### src/design/rtp_pkg.sv
// Constants shared by the real-time pattern output port.
// Assumes a 32-bit Avalon-MM slave port addressed by byte.
package rtp_pkg;

    localparam int ADDR_W = 5;
    localparam int DATA_W = 32;
    localparam int PORT_W = 8;
    localparam int NIB_W = 4;

    // Byte offsets of the registers.
    localparam logic [ADDR_W-1:0] OFS_BUF_UPPER = 5'h00;
    localparam logic [ADDR_W-1:0] OFS_BUF_LOWER = 5'h04;
    localparam logic [ADDR_W-1:0] OFS_PIN_SELECT = 5'h08;
    localparam logic [ADDR_W-1:0] OFS_PORT_CTRL = 5'h0c;
    localparam logic [ADDR_W-1:0] OFS_MOD_CTRL = 5'h10;
    localparam logic [ADDR_W-1:0] OFS_PORT_LATCH = 5'h14;
    localparam logic [ADDR_W-1:0] OFS_PIN_DIR = 5'h18;
    localparam logic [ADDR_W-1:0] OFS_RT_LATCH = 5'h1c;

    // Field positions in the port control register.
    localparam int PC_BYTE_BIT = 0;
    localparam int PC_EXTR_BIT = 1;
    localparam int PC_OE_BIT = 2;
    localparam int PC_W = 3;

    // Field positions in the modulation control register.
    localparam int MC_DCEN_BIT = 0;
    localparam int MC_INV_BIT = 1;
    localparam int MC_PWML_BIT = 2;
    localparam int MC_PWMH_BIT = 3;
    localparam int MC_W = 4;

    // Values after reset.
    localparam logic [NIB_W-1:0] RST_NIB = 4'h0;
    localparam logic [PORT_W-1:0] RST_SELECT = 8'h00;
    localparam logic [PORT_W-1:0] RST_LATCH = 8'h00;
    localparam logic [PORT_W-1:0] RST_DIR = 8'hff;
    localparam logic [PC_W-1:0] RST_PC = 3'h0;
    localparam logic [MC_W-1:0] RST_MC = 4'h0;

    // Number of synchroniser stages on pin inputs.
    localparam int SYNC_STAGES = 2;

endpackage

### src/design/pin_sync.sv
// Two-flop synchroniser for a group of asynchronous pin levels.
// Assumes the inputs change independently of sys_clk.
`timescale 1ns/1ps
`default_nettype none
module pin_sync #(
    parameter int WIDTH = 1
) (
    input wire logic sys_clk,
    input wire logic rst,
    input wire logic [WIDTH-1:0] async_in,
    output logic [WIDTH-1:0] sync_out
);
    import rtp_pkg::*;

    logic [WIDTH-1:0] meta_q;

    if (WIDTH < 1)
    begin : g_bad_width
        $error("pin_sync: WIDTH must be at least 1");
    end

    always_ff @(posedge sys_clk or posedge rst)
    begin
        if (rst)
        begin
            meta_q <= '0;
            sync_out <= '0;
        end
        else
        begin
            meta_q <= async_in;
            sync_out <= meta_q;
        end
    end
endmodule
`default_nettype wire

### src/design/pin_drive.sv
// Per-pin output selection for the real-time port.
// Assumes all control inputs are on sys_clk; outputs are registered.
`timescale 1ns/1ps
`default_nettype none
module pin_drive #(
    parameter int PINS = 8
) (
    input wire logic sys_clk,
    input wire logic rst,
    input wire logic [PINS-1:0] pin_direction_bit,
    input wire logic [PINS-1:0] pin_output_latch,
    input wire logic [PINS-1:0] rt_latch,
    input wire logic [PINS-1:0] per_pin_rt_select,
    input wire logic [PINS-1:0] pwm_enable,
    input wire logic rt_output_enable,
    input wire logic modulation_dc_enable,
    input wire logic output_invert_enable,
    input wire logic pwm_timer_waveform,
    output logic [PINS-1:0] pin_out,
    output logic [PINS-1:0] pin_oe_n
);
    import rtp_pkg::*;

    if (PINS < 1)
    begin : g_bad_pins
        $error("pin_drive: PINS must be at least 1");
    end

    for (genvar n = 0; n < PINS; n++)
    begin : g_pin
        logic rt_active;
        logic raw;
        logic level;

        // real-time selection
        assign rt_active = rt_output_enable & per_pin_rt_select[n];
        // PWM replaces level
        assign raw = (modulation_dc_enable & pwm_enable[n]) ?
                     (rt_latch[n] & pwm_timer_waveform) : rt_latch[n];
        // inversion on real-time pins
        // set latch drives high
        assign level = pin_output_latch[n] |
                       (rt_active & (raw ^ output_invert_enable));

        // direction overrides all
        always_ff @(posedge sys_clk or posedge rst)
        begin
            if (rst)
            begin
                pin_out[n] <= 1'b0;
                pin_oe_n[n] <= 1'b1;
            end
            else
            begin
                pin_out[n] <= pin_direction_bit[n] ? 1'b0 : level;
                pin_oe_n[n] <= pin_direction_bit[n];
            end
        end
    end
endmodule
`default_nettype wire

### src/design/realtime_pattern_output_port.sv
// Real-time pattern output port with Avalon-MM register access.
// Assumes the interval timer interrupt and PWM waveform come from logic
// on sys_clk; the external trigger and port pins are asynchronous.
//
// Overview of operation
// Preloaded 8-bit pattern buffer, one 8-bit or two 4-bit channels.
// Per-pin select chooses real-time buffer path or ordinary port output. The ordinary port latch is ORed onto real-time pins too.
// Port control selects mode and holds enable; clear enable stops output.
// Modulation control holds PWM enable and inversion enable.
// Direction bit 1 makes pin input; else high, low or PWM output.
// With PWM on and buffer bit set, pin carries timer waveform.
// 8-bit inverted PWM: clear external select, set byte, invert, both PWM.
// Software rewrites both buffer halves in the interval timer handler.
// Hardware copies buffer to output latch on timer or external trigger.
// In 4-bit mode each nibble moves only on its own trigger.
`timescale 1ns/1ps
`default_nettype none
module realtime_pattern_output_port #(
    parameter int PINS = 8
) (
    input wire logic sys_clk,
    input wire logic rst,
    input wire logic [rtp_pkg::ADDR_W-1:0] avs_address,
    input wire logic avs_read,
    input wire logic avs_write,
    input wire logic [rtp_pkg::DATA_W-1:0] avs_writedata,
    input wire logic [3:0] avs_byteenable,
    output logic [rtp_pkg::DATA_W-1:0] avs_readdata,
    output logic avs_waitrequest,
    input wire logic interval_timer_interrupt,
    input wire logic ext_trigger_pin,
    input wire logic pwm_timer_waveform,
    input wire logic [PINS-1:0] pin_in,
    output logic [PINS-1:0] pin_out,
    output logic [PINS-1:0] pin_oe_n
);
    import rtp_pkg::*;

    // The transfer logic splits the port into exactly two nibbles.
    if (PINS != PORT_W || 2 * NIB_W != PORT_W)
    begin : g_bad_width
        $error("realtime_pattern_output_port: PINS must equal 8");
    end

    typedef enum {BUS_IDLE, BUS_ANSWER} bus_state_t;

    // Software-visible registers.
    logic [NIB_W-1:0] pattern_buffer_upper_q;
    logic [NIB_W-1:0] pattern_buffer_lower_q;
    logic [PORT_W-1:0] per_pin_rt_select_q;
    logic [PC_W-1:0] rt_port_control_q;
    logic [MC_W-1:0] modulation_control_q;
    logic [PORT_W-1:0] pin_output_latch_q;
    logic [PORT_W-1:0] pin_direction_bit_q;
    logic [PORT_W-1:0] rt_latch_q;
    // Bus handshake state.
    bus_state_t bus_state_q;
    bus_state_t bus_state_d;
    logic answer_phase;
    logic rd_take;
    logic ext_trig_prev_q;
    logic [DATA_W-1:0] rdata_d;
    logic [PORT_W-1:0] pin_level;
    logic ext_trig_level;
    logic ext_trig_pulse;
    logic wr_en;
    logic wr_buf_upper;
    logic wr_buf_lower;
    logic wr_pin_select;
    logic wr_port_ctrl;
    logic wr_mod_ctrl;
    logic wr_port_latch;
    logic wr_pin_dir;
    logic take_lower;
    logic take_upper;
    logic byte_width_select;
    logic external_trigger_select;
    logic rt_output_enable;
    logic [PORT_W-1:0] pwm_enable;

    // Transfer path.
    logic [PORT_W-1:0] pattern_buffer;
    logic [1:0] take_nib;

    assign byte_width_select = rt_port_control_q[PC_BYTE_BIT];
    assign external_trigger_select = rt_port_control_q[PC_EXTR_BIT];
    assign rt_output_enable = rt_port_control_q[PC_OE_BIT];
    // Each nibble has its own PWM enable; a pin takes that of its nibble.
    assign pwm_enable = {{NIB_W{modulation_control_q[MC_PWMH_BIT]}},
                         {NIB_W{modulation_control_q[MC_PWML_BIT]}}};

    // External trigger and pin readback are asynchronous to sys_clk.
    pin_sync #(
        .WIDTH(1)
    ) u_trig_sync (
        .sys_clk(sys_clk),
        .rst(rst),
        .async_in(ext_trigger_pin),
        .sync_out(ext_trig_level)
    );

    pin_sync #(
        .WIDTH(PORT_W)
    ) u_pin_sync (
        .sys_clk(sys_clk),
        .rst(rst),
        .async_in(pin_in),
        .sync_out(pin_level)
    );

    // The trigger pin idles low and the edge history resets low, so a
    // release from reset never looks like a trigger.
    always_ff @(posedge sys_clk or posedge rst)
    begin
        if (rst)
            ext_trig_prev_q <= 1'b0;
        else
            ext_trig_prev_q <= ext_trig_level;
    end

    assign ext_trig_pulse = ext_trig_level & ~ext_trig_prev_q;

    // Bus access completes on the second edge of every request: the
    // request edge does the work, the answer edge lets the master go.
    assign answer_phase = (bus_state_q == BUS_ANSWER);
    assign avs_waitrequest = (avs_read | avs_write) & ~answer_phase;
    assign rd_take = avs_read & ~answer_phase;
    assign wr_en = avs_write & ~answer_phase & avs_byteenable[0];

    // A request is taken in the idle state; the answer state lasts one
    // cycle so that a held request is never taken twice.
    always_comb
    begin
        bus_state_d = bus_state_q;
        case (bus_state_q)
            BUS_IDLE:
                if (avs_read || avs_write)
                    bus_state_d = BUS_ANSWER;
            BUS_ANSWER:
                bus_state_d = BUS_IDLE;
            default:
                bus_state_d = BUS_IDLE;
        endcase
    end

    always_ff @(posedge sys_clk or posedge rst)
    begin
        if (rst)
            bus_state_q <= BUS_IDLE;
        else
            bus_state_q <= bus_state_d;
    end

    // One write strobe per register; unmapped offsets and the read-only
    // real-time latch select none of them.
    assign wr_buf_upper = wr_en && (avs_address == OFS_BUF_UPPER);
    assign wr_buf_lower = wr_en && (avs_address == OFS_BUF_LOWER);
    assign wr_pin_select = wr_en && (avs_address == OFS_PIN_SELECT);
    assign wr_port_ctrl = wr_en && (avs_address == OFS_PORT_CTRL);
    assign wr_mod_ctrl = wr_en && (avs_address == OFS_MOD_CTRL);
    assign wr_port_latch = wr_en && (avs_address == OFS_PORT_LATCH);
    assign wr_pin_dir = wr_en && (avs_address == OFS_PIN_DIR);

    // pattern buffer halves
    always_ff @(posedge sys_clk or posedge rst)
    begin
        if (rst)
        begin
            pattern_buffer_upper_q <= RST_NIB;
            pattern_buffer_lower_q <= RST_NIB;
        end
        else if (wr_buf_upper)
            pattern_buffer_upper_q <= avs_writedata[NIB_W-1:0];
        else if (wr_buf_lower)
            pattern_buffer_lower_q <= avs_writedata[NIB_W-1:0];
    end

    // per-pin select
    always_ff @(posedge sys_clk or posedge rst)
    begin
        if (rst)
            per_pin_rt_select_q <= RST_SELECT;
        else if (wr_pin_select)
            per_pin_rt_select_q <= avs_writedata[PORT_W-1:0];
    end

    // port control
    always_ff @(posedge sys_clk or posedge rst)
    begin
        if (rst)
            rt_port_control_q <= RST_PC;
        else if (wr_port_ctrl)
            rt_port_control_q <= avs_writedata[PC_W-1:0];
    end

    // modulation control
    always_ff @(posedge sys_clk or posedge rst)
    begin
        if (rst)
            modulation_control_q <= RST_MC;
        else if (wr_mod_ctrl)
            modulation_control_q <= avs_writedata[MC_W-1:0];
    end

    // Ordinary port latch, ORed onto every pin whether in real-time mode or not.
    always_ff @(posedge sys_clk or posedge rst)
    begin
        if (rst)
            pin_output_latch_q <= RST_LATCH;
        else if (wr_port_latch)
            pin_output_latch_q <= avs_writedata[PORT_W-1:0];
    end

    // direction register
    always_ff @(posedge sys_clk or posedge rst)
    begin
        if (rst)
            pin_direction_bit_q <= RST_DIR;
        else if (wr_pin_dir)
            pin_direction_bit_q <= avs_writedata[PORT_W-1:0];
    end

    // In byte mode the selected source moves the whole pattern. In nibble
    // mode the interval timer owns the lower half and the external trigger
    // the upper half.
    always_comb
    begin
        if (byte_width_select)
        begin
            take_lower = external_trigger_select ? ext_trig_pulse
                                                 : interval_timer_interrupt;
            take_upper = take_lower;
        end
        else
        begin
            take_lower = interval_timer_interrupt;
            take_upper = ext_trig_pulse;
        end
    end

    // Channel 0 is the lower nibble, channel 1 the upper nibble.
    assign pattern_buffer = {pattern_buffer_upper_q, pattern_buffer_lower_q};
    assign take_nib = {take_upper, take_lower};

    // Each channel keeps its nibble until its own trigger, so software may
    // rewrite the buffer at any time between two triggers.
    // hardware transfer
    for (genvar c = 0; c < PORT_W / NIB_W; c++)
    begin : g_chan
        // independent nibble transfer
        always_ff @(posedge sys_clk or posedge rst)
        begin
            if (rst)
                rt_latch_q[c*NIB_W +: NIB_W] <= RST_LATCH[c*NIB_W +: NIB_W];
            else if (take_nib[c])
                rt_latch_q[c*NIB_W +: NIB_W] <=
                    pattern_buffer[c*NIB_W +: NIB_W];
        end
    end

    // Read data is chosen on the request edge and stands with the answer.
    always_comb
    begin
        rdata_d = '0;
        case (avs_address)
            OFS_BUF_UPPER: rdata_d[NIB_W-1:0] = pattern_buffer_upper_q;
            OFS_BUF_LOWER: rdata_d[NIB_W-1:0] = pattern_buffer_lower_q;
            OFS_PIN_SELECT: rdata_d[PORT_W-1:0] = per_pin_rt_select_q;
            OFS_PORT_CTRL: rdata_d[PC_W-1:0] = rt_port_control_q;
            OFS_MOD_CTRL: rdata_d[MC_W-1:0] = modulation_control_q;
            OFS_PORT_LATCH: rdata_d[PORT_W-1:0] = pin_level;
            OFS_PIN_DIR: rdata_d[PORT_W-1:0] = pin_direction_bit_q;
            OFS_RT_LATCH: rdata_d[PORT_W-1:0] = rt_latch_q;
            default: rdata_d = '0;
        endcase
    end

    // Read data is loaded only on the request edge, so it stands until
    // the next read is taken.
    always_ff @(posedge sys_clk or posedge rst)
    begin
        if (rst)
            avs_readdata <= '0;
        else if (rd_take)
            avs_readdata <= rdata_d;
    end

    // output waveform selection
    pin_drive #(
        .PINS(PORT_W)
    ) u_pin_drive (
        .sys_clk(sys_clk),
        .rst(rst),
        .pin_direction_bit(pin_direction_bit_q),
        .pin_output_latch(pin_output_latch_q),
        .rt_latch(rt_latch_q),
        .per_pin_rt_select(per_pin_rt_select_q),
        .pwm_enable(pwm_enable),
        .rt_output_enable(rt_output_enable),
        .modulation_dc_enable(modulation_control_q[MC_DCEN_BIT]),
        .output_invert_enable(modulation_control_q[MC_INV_BIT]),
        .pwm_timer_waveform(pwm_timer_waveform),
        .pin_out(pin_out),
        .pin_oe_n(pin_oe_n)
    );
endmodule
`default_nettype wire

### config.mk
export PLATFORM = sky130hd
export DESIGN_NAME = realtime_pattern_output_port
export DESIGN_NICKNAME = d
export VERILOG_FILES = /design/src/design/rtp_pkg.sv /design/src/design/pin_sync.sv /design/src/design/pin_drive.sv /design/src/design/realtime_pattern_output_port.sv
export SDC_FILE = /design/constraint.sdc
export NUM_CORES = 1
export LEC_CHECK = 0
export BUFFER_PORTS_ARGS = -buffer_cell sky130_fd_sc_hd__buf_2
export CELL_PAD_IN_SITES_DETAIL_PLACEMENT = 1
export CELL_PAD_IN_SITES_GLOBAL_PLACEMENT = 1
export CORE_MARGIN = 8
export CORE_UTILIZATION = 38
export CTS_CLUSTER_DIAMETER = 40
export CTS_CLUSTER_SIZE = 28
export DETAILED_ROUTE_END_ITERATION = 8
export GPL_TIMING_DRIVEN = 0
export HOLD_SLACK_MARGIN = 0.15
export PLACE_DENSITY_LB_ADDON = 0.12
export SLEW_MARGIN = 20
export SYNTH_ARGS = -nofsm -noshare
export SYNTH_HDL_FRONTEND = slang
export SYNTH_SLANG_ARGS = --single-unit
### constraint.sdc
create_clock -name sys_clk -period 2.55 [get_ports sys_clk]
set_clock_uncertainty 0.05 [all_clocks]
set_input_delay 0.1275 -clock sys_clk [delete_from_list [all_inputs] [get_ports sys_clk]]
set_output_delay 0.1275 -clock sys_clk [all_outputs]
set_load 0.01 [all_outputs]
**After elaboration in Yosys (flattened, before gate mapping)**

Index checks and enable logic that the tools add are counted.

- Shifts and indexed selects: 0
- Reductions and logical operators: 11
- $lt $le $gt $ge: 0
- Eq/ne operators: 9
- Add/subtract/negate cells: 0
- Bitwise logic cells: 51
- Multipliers: 0
- Mux-type cells: 24
- Div/mod/pow operators: 0

Operators with widths:

| operator | count |
|---|---|
| two-way mux 32 bit | 2 |
| equality test 32 x 2 -> 1 bit, second input constant | 1 |
| logical NOT 32 bit | 1 |
| AND 1 bit | 31 |
| case mux 3 bit (8 select lines) | 1 |
| equality test 5 bit, second input constant | 4 |
| two-way mux 1 bit | 19 |
| case mux 4 bit (4 select lines) | 1 |
| equality test 5 x 4 -> 1 bit, second input constant | 2 |
| OR 1 bit | 9 |
| bitwise XOR 1 bit | 8 |
| logical AND 1 bit | 7 |
| case mux 1 bit (7 select lines) | 1 |
| equality test 5 x 3 -> 1 bit, second input constant | 1 |
| logical NOT 5 bit | 1 |
| inverter 1 bit | 3 |
| inequality test 2 bit, second input constant | 1 |
| AND reduction 2 bit | 1 |
| logical OR 1 bit | 1 |

- Output and inout port bits: 49
- RAM bits: 0
- Flip-flop bits (word level): 122
- Memories: 0
- Input port bits: 56
- Memory bits (read-only): 0
- Latch bits: 0
- Logic and storage cells: 127

**Depth between registers and ports, before layout**

Gate-level depths: netlist (run 1).

- Depth in word-level cells: 7
- Mapped depth: 6
- Gate-level depth less buffers: 4

**Hierarchy**

Synthesis (run 1) repeated with hierarchy kept, for this count alone.

- Cells, all modules: 312
- Area, all modules: 4076.4 um^2

Modules (own cells, without submodules):

| module | sequential area each (um^2) | area each (um^2) | instances | cells each |
|---|---|---|---|---|
| realtime_pattern_output_port | 1436.4 | 2802.7 | 1 | 223 |
| pin_drive | 410.4 | 815.8 | 1 | 69 |
| pin_sync at u_pin_sync | 400.4 | 404.1 | 1 | 17 |
| pin_sync at u_trig_sync | 50.0 | 53.8 | 1 | 3 |

**Worst setup path before layout (run 1)**

No wires, ideal clock.

- Path kind: reg-to-reg
- From: register bus_state_q[0]
- To: register rt_port_control_q[0]
- Path buffers: 0
- Period minus slack after synthesis: 1.572 ns
- Cell stages (with the launch flop): 5
- Arrival time: 1.397 ns
- Path slack: 0.978 ns
- Setup time: 0.125 ns
- Required time: 2.375 ns
- Cell sequence: dfrtp_1 -> nor4b_2 -> and3_4 -> and3_4 -> mux2_2

- Longest elaborated chain between the ends: 5

RTL lines:

| what | line | RTL |
|---|---|---|
| start, declared | realtime_pattern_output_port.sv:57 | `bus_state_t bus_state_q;` |
| start signal, assigned | realtime_pattern_output_port.sv:151 | `bus_state_q <= bus_state_d;` |
| equality test 32 x 2 -> 1 bit | realtime_pattern_output_port.sv:125 | `assign answer_phase = (bus_state_q == BUS_ANSWER);` |
| inverter 1 bit | realtime_pattern_output_port.sv:128 | `assign wr_en = avs_write & ~answer_phase & avs_byteenable[0];` |
| AND 1 bit (2 in series) | realtime_pattern_output_port.sv:128 |  |
| logical AND 1 bit | realtime_pattern_output_port.sv:159 | `assign wr_port_ctrl = wr_en && (avs_address == OFS_PORT_CTRL);` |
| end signal, assigned | realtime_pattern_output_port.sv:193 | `rt_port_control_q <= avs_writedata[PC_W-1:0];` |
| end, declared | realtime_pattern_output_port.sv:51 | `logic [PC_W-1:0] rt_port_control_q;` |

No other way between the ends.
A chain may end at the register's enable or synchronous reset.

**Final worst setup path (run 1)**

- From: register bus_state_q[0]
- To: register avs_readdata[7] (netlist bit)

- Longest elaborated chain between the ends: 3

RTL lines:

| what | line | RTL |
|---|---|---|
| equality test 32 x 2 -> 1 bit | realtime_pattern_output_port.sv:125 |  |
| inverter 1 bit | realtime_pattern_output_port.sv:127 | `assign rd_take = avs_read & ~answer_phase;` |
| AND 1 bit | realtime_pattern_output_port.sv:127 |  |
| end signal, assigned | realtime_pattern_output_port.sv:285 | `avs_readdata <= rdata_d;` |
| end, declared | realtime_pattern_output_port.sv:28 | `output logic [rtp_pkg::DATA_W-1:0] avs_readdata,` |

No other way between the ends.

==> metrics, run 1 <==
Crit Reg-Reg Startpoint bus_state_q[0]; share of the synthesized area in the top cell type 47.41%; Starting Density roughly two fifths; CP Launch Point bus_state_q[0]; fin nets 462; Critical Path AT 2.30 ns; total power 3.110 mW; initial antenna violation count 0; Max Cap Viol 0; Post-Place Cell Area 4508 µm²; CTS tree built; Max transition margin between 50 and 60%; syn_area_per_cell roughly 13 µm²; Site Rows 37; outcome finished, final reports clean; Total Wirelength 9907 µm; post-synth top area cell dfrtp_1; cts bufs inserted 9; Hold Violations, Final 0; cell with the most instances after synthesis dfrtp_1; GR Util All Layers 14.74%; Finished Layout Cells roughly 550; Slew @ Worst Pin 0.7214 ns; DR DRC count 0; minimum clock period 2.084 ns; post-route cell area 4930 µm²; top cells by area, synth dfrtp_1 (47%), mux2_2 (14%), dfstp_2 (11%); clock sink count 91; power per cell area 630.9 nW/µm²; cell-internal power 2.274 mW; core area between 10000 and 15000 µm²; Gate power share 14.8%; CTS max path bufs 2; worst vdd ir around 0.00029 V; Async SR Flop Fraction 100.0%; antenna fix cells 0; Port Buffers 52; CP startpoint kind flip-flop; register area share after synthesis 58.03%; Pleak 2.430 nW; vias in the first global route 2919; Clock Latency Late Sink 0.35 ns; Post-synth EDFFs 0; layout cells sized above 1 44.28%; mapped cell area ~4000 µm²; setup TNS 0 ns; Final Setup Violations 0; Setup CP Type reg -> reg; DR pass1 iterations 4; Placed Cells 508; P_sw 835.6 µW; initial drt markers 88; fmax ~480 MHz; Synth cell types 41; first-pass GRT wire length 16110 µm; Via Count 2615; ys flop type dfrtp_1; clock-pin slew on the worst setup and hold paths 0.09 ns; H-tree Lvls 3; synthesized flop and latch total 91; RSZ-0062 raised after global routing no; Clock Power Share 31.3%; biggest cell delay along the critical path 0.62 ns; largest net degree at the start of global routing 67; Req. time, crit path 2.77 ns; global route overflow 0; CTS Root Cell clkbuf_8; worst hold path type in -> async; Routed WL per cell about 18 µm; die width 118.1 µm; Slowest cell on crit path dlygate4sd3_1; CP cell instances nand2b_1 -> buf_2 -> or3_1 -> dlygate4sd3_1 -> o31ai_1; cell count after synthesis 296; Ys Warns 0; I/O pin count 105; crit end category flip-flop; gpl congestion roughly 0.8; Post-synth top cells dfrtp_1 (75), mux2_2 (49), buf_4 (26); power share of the sequential group 53.9%; Die Span Y 118.1 µm; post-CTS setup buffer count 0; Routed Antenna Nets 0; crit path max fanout 10; DIE AREA between 10000 and 15000 µm²; synthesis-to-layout area growth 24.53%; detailed placement HPWL 7004 µm; Tcrit/Tclk final about four fifths; number of vias per cell 4.781; Slew Viols, Final 0; Net Sw Frac between 20% and 30%
layer usage:
layer	wire length, µm	global-route usage [%]	up-vias
met3	459	3.741	10
met2	5134	25.40	53
met1	4184	17.57	1338
li1	-	-	1214
met4	127	4.644	0
met5	0	0	-
layout by cell type (no fill, tap or decap), drive strengths merged, types with 10 or more instances in the layout:
cell	synthesis	routed
inv	10	11
dfstp	16	16
clkbuf	1	10
dlygate4sd3	0	23
mux2i	11	11
nand3b	11	11
buf	32	85
nand2	20	20
mux2	50	50
o22ai	12	12
dfrtp	75	75
conb	1	24
worst paths after layout:
check                      slack, ns                   endpoint  cells after the start
setup reg to reg                0.47            avs_readdata[7]                      5
hold / removal                  0.21  pattern_buffer_lower_q[0]                      3
max in group asynchronous       1.59     pin_direction_bit_q[2]                      4
hold reg to reg                 0.30     u_pin_sync.sync_out[7]                      0
min in group sys_clk            0.23            avs_readdata[0]                      5
setup / recovery                0.47            avs_readdata[7]                      5
layout make-up:
type | count | area [µm²]
Tap cell | 136 | 170.2
Timing Repair Buffer | 76 | 518.0
Sequential cell | 91 | 2297
Clock inverter | 7 | 67.56
Inverter | 10 | 42.54
Buffer | 33 | 235.2
Fill cell | 1125 | 5301
Multi-Input combinational cell | 185 | 1475
Clock buffer | 9 | 123.9
timing repair:
action,4_1_cts,5_1_grt
hold buffers,23,0
endpoints found under the hold margin,133,0
resized for setup,0,0
power groups by stage:
stage | sequential [mW] | clock, mW | combinational [mW]
3_5_place_dp | 1.71 | 0 | 0.439
2_1_floorplan | 1.69 | 0 | 0.283
4_1_cts | 1.68 | 1.00 | 0.468
6_report | 1.68 | 0.972 | 0.461
3_3_place_gp | 1.70 | 0 | 0.424
5_1_grt | 1.70 | 1.06 | 0.508
metrics by stage:
stage	hold slack, ns	utilization [%]	worst slack [ns]
CTS	0.2030	48.18	0.4555
finish	0.2111	48.18	0.4659
global placement	0.1865	43.74	-1.083
detailed placement	0.05223	44.06	0.7654
global route	0.2267	48.18	0.3907
floorplan	0.1089	-	0.03537
cell families (layout without fill, tap and decap cells):
group,Yosys count,after routing,synth area share [%]
and+or+nand+nor,56,56,9.134
buffers and inverters,43,135,6.890
xor gates and xnor gates,8,8,1.770
DFF,91,91,58.03
other,1,24,0.09473
AOI/OAI and AO/OA,34,34,5.942
muxes,63,63,18.14
flip-flops by register name (all words and copies together) (netlist names), 8 cells and up:
name and count:
per_pin_rt_select_q 8, avs_readdata 8, u_pin_drive.pin_oe_n 8, u_pin_sync.sync_out 8, rt_latch_q 8, u_pin_drive.pin_out 8, u_pin_sync.meta_q 8, pin_direction_bit_q 8
pin_output_latch_q 8
critical path: cells and delay by family, from the launching register on:
| family | cells | cell delay, ns |
|---|---|---|
| AO/OA/AOI/OAI | 1 | 0.23 |
| AND/OR/NAND/NOR | 2 | 0.50 |
| flip-flops | 1 | 0.42 |
| buffers and inverters | 2 | 0.80 |
(Power assumes the default switching activity.)
==> run 2, diff against run 1 <==
ABC_AREA = 1   (was not set)
CORE_UTILIZATION = 36   (was 38)
clock period = 1.77 ns   (was 2.55 ns; I/O delays follow)
==> metrics, run 2 <==
outcome finished, final reports clean; setup TNS 0 ns (unchanged); DIE AREA 15020 µm² (+7.8%); largest net degree at the start of global routing 35 (-48%); Synth cell types 22 (-46%); cts bufs inserted 9 (unchanged); worst hold path type in -> reg; Via Count 3264 (+25%); Die Span Y 122.6 µm (+3.8%); top cells by area, synth dfrtp_1 (46%), nand2_1 (12%), dfstp_2 (10%); post-CTS setup buffer count 0 (unchanged); ys flop type dfrtp_1; family with the most delay on the worst path buffers and inverters; global route overflow 0 (unchanged); DR DRC count 0 (unchanged); fillcell total 1332 (+18%); synthesized flop and latch total 91 (unchanged); mapped cell area 4089 µm² (+3.3%); worst vdd ir 0.0006522 V (+130%); Max Cap Viol 0 (unchanged); Site Rows 39 (+5.4%); crit path max fanout 10 (unchanged); Post-synth EDFFs 0 (unchanged); Req. time, crit path 1.99 ns (-0.78 ns); I/O pin count 105 (unchanged); Slew @ Worst Pin 0.6570 ns (-0.06438 ns); most frequent cells in the layout nand2_1 (131), dfrtp_1 (75), buf_2 (58), o21ai_0 (31), inv_1 (28); Ys Warns 0 (unchanged); initial antenna violation count 0 (unchanged); number of vias per cell 4.703 (-1.6%); gpl congestion 0.8134 (-0.51%); biggest cell delay along the critical path 0.42 ns (-0.20 ns); post-synth top area cell dfrtp_1; Worst Path Buf+Inv 2 (unchanged); Worst R2R Setup Slack 0.25 ns (-0.22 ns); Slew Viols, Final 0 (unchanged); cell with the most instances after synthesis nand2_1; GR Util All Layers 16.06% (+1.3 points); cell count after synthesis 439 (+48%); CP cell instances inv_1 -> clkbuf_1 -> o21ai_0 -> a21oi_1; H-tree Lvls 3 (unchanged); CP startpoint kind flip-flop; crit end category flip-flop; Async SR Flop Fraction 100.0% (unchanged); Final Setup Violations 0 (unchanged); Hold Crit Depth 3; Multi-input gate area 1505 µm² (+2.0%); RSZ-0062 raised after global routing no; clock sink count 91 (unchanged); vias in the first global route 3412 (+17%); layout cells sized above 1 29.95% (-14 points); Clock Latency Late Sink 0.35 ns (about the same); register area 2297 µm² (unchanged); Pleak 2.632 nW (+8.3%); DR pass1 iterations 4 (unchanged); core area 11270 µm² (+10%); Post-synth top cells nand2_1 (131), dfrtp_1 (75), o21ai_0 (31); Routed Antenna Nets 0 (unchanged); hold worst-path end per_pin_rt_select_q[2]; Routed WL per cell 16.24 µm (-10%); minimum clock period 1.524 ns (-0.5605 ns); synthesis-to-layout area growth 26.65%; most common cell after layout, fill and taps aside nand2_1; Post-Place Cell Area 4658 µm² (+3.3%); Critical Path AT 1.75 ns (-0.55 ns); fin nets 602 (+30%); share of the synthesized area in the top cell type 45.90% (-1.5 points); reg2reg path depth 4 (-1); Total Wirelength 11270 µm (+14%); initial drt markers 261 (+200%); Setup CP Type reg -> reg; Starting Density 36.27% (-2.4 points); Crit Reg-Reg Startpoint modulation_control_q[1]; Tcrit/Tclk final 86.08% (+4.3 points); Hold Path Origin avs_writedata[2]; register area share after synthesis 56.18% (-1.8 points); fin util 45.94% (-2.2 points); syn_area_per_cell 9.314 µm² (-30%); antenna fix cells 0 (unchanged); die width 122.6 µm (+3.8%); first-pass GRT wire length 18420 µm (+14%); post-route cell area 5179 µm² (+5.1%); Slowest cell on crit path dfrtp_1; CTS Root Cell clkbuf_16; CTS max path bufs 2 (unchanged); CTS tree built; Max transition margin 56.11% (+4.6 points); clock-pin slew on the worst setup and hold paths 0.06 ns (-0.03 ns); Hold Violations, Final 0 (unchanged); Port Buffers 52 (unchanged); detailed placement HPWL 8262 µm (+18%); RR Endpoint u_pin_drive.pin_out[4]; power per cell area 993.7 nW/µm² (+58%); fmax 656.4 MHz (+37%)
==> run 2: cells by family after synthesis <==
group	count (synthesis)	share of synthesized area [%]
compound gates	72	11.02
buf+inv	68	9.180
flops	91	56.18
other cells	1	0.09171
simple gates	207	23.53
==> run 2: report_power, final <==
group | total (mW) | leakage (nW) | switching [mW] | internal (mW)
clock network | 2.11 | 0.165 | 0.801 | 1.31
logic | 0.608 | 1.32 | 0.368 | 0.240
registers | 2.43 | 1.15 | 0.139 | 2.29
total | 5.15 | 2.63 | 1.31 | 3.84
==> run 2: layout make-up <==
| cell class | count | area share [%] |
|---|---|---|
| sequential | 91 | 44.36 |
| tap | 143 | 3.455 |
| clock buffer | 11 | 4.880 |
| clock inverter | 5 | 1.450 |
| inverter | 33 | 2.464 |
| multi-input combinational | 303 | 29.06 |
| timing repair buffer | 73 | 9.471 |
| buffer | 35 | 4.856 |
==> run 2: timing repair <==
item	in CTS	in global routing
gates resized for setup	0	1
endpoints found under the hold margin	61	0
hold buffers	19	0
endpoints found under the setup margin	0	2
==> run 2: worst reg2reg max path: stages (launching register included) <==
cell	delay [ns]
dfrtp_1	0.42
inv_1	0.20
clkbuf_1	0.36
o21ai_0	0.25
a21oi_1	0.17
==> run 2: per-layer routing <==
layer  vias up  part of all wire (%)  track usage [%]
li1       1608                     -                -
met1      1580                    43            19.42
met2        64                    50            27.37
met3        12                   5.3            4.554
met4         0                   1.3            4.646
met5         -                     0                0
==> run 2: worst max-delay path by stage <==
stage	cells after the start	to	startpoint
2_1_floorplan	4	avs_readdata[4]	bus_state_q[0]
3_3_place_gp	2	bus_state_q[0]	rst
3_5_place_dp	4	avs_readdata[0]	bus_state_q[0]
4_1_cts	4	avs_readdata[6]	bus_state_q[0]
5_1_grt	7	rt_latch_q[2]	u_trig_sync.sync_out
6_report	4	u_pin_drive.pin_out[4]	modulation_control_q[1]
==> run 2: metrics by stage <==
stage / hold slack [ns] / total power, mW / std cells / setup slack (ns)
3_5_place_dp: 0.1479 / 3.045 / 659 / 0.1345
4_1_cts: 0.1635 / 5.213 / 694 / 0.1051
6_report: 0.1470 / 5.146 / 694 / 0.2464
3_3_place_gp: 0.1476 / 3.012 / 657 / -0.08397
5_1_grt: 0.1853 / 5.386 / 694 / 0.02428
2_1_floorplan: 0.06993 / 2.811 / 462 / 0.5352
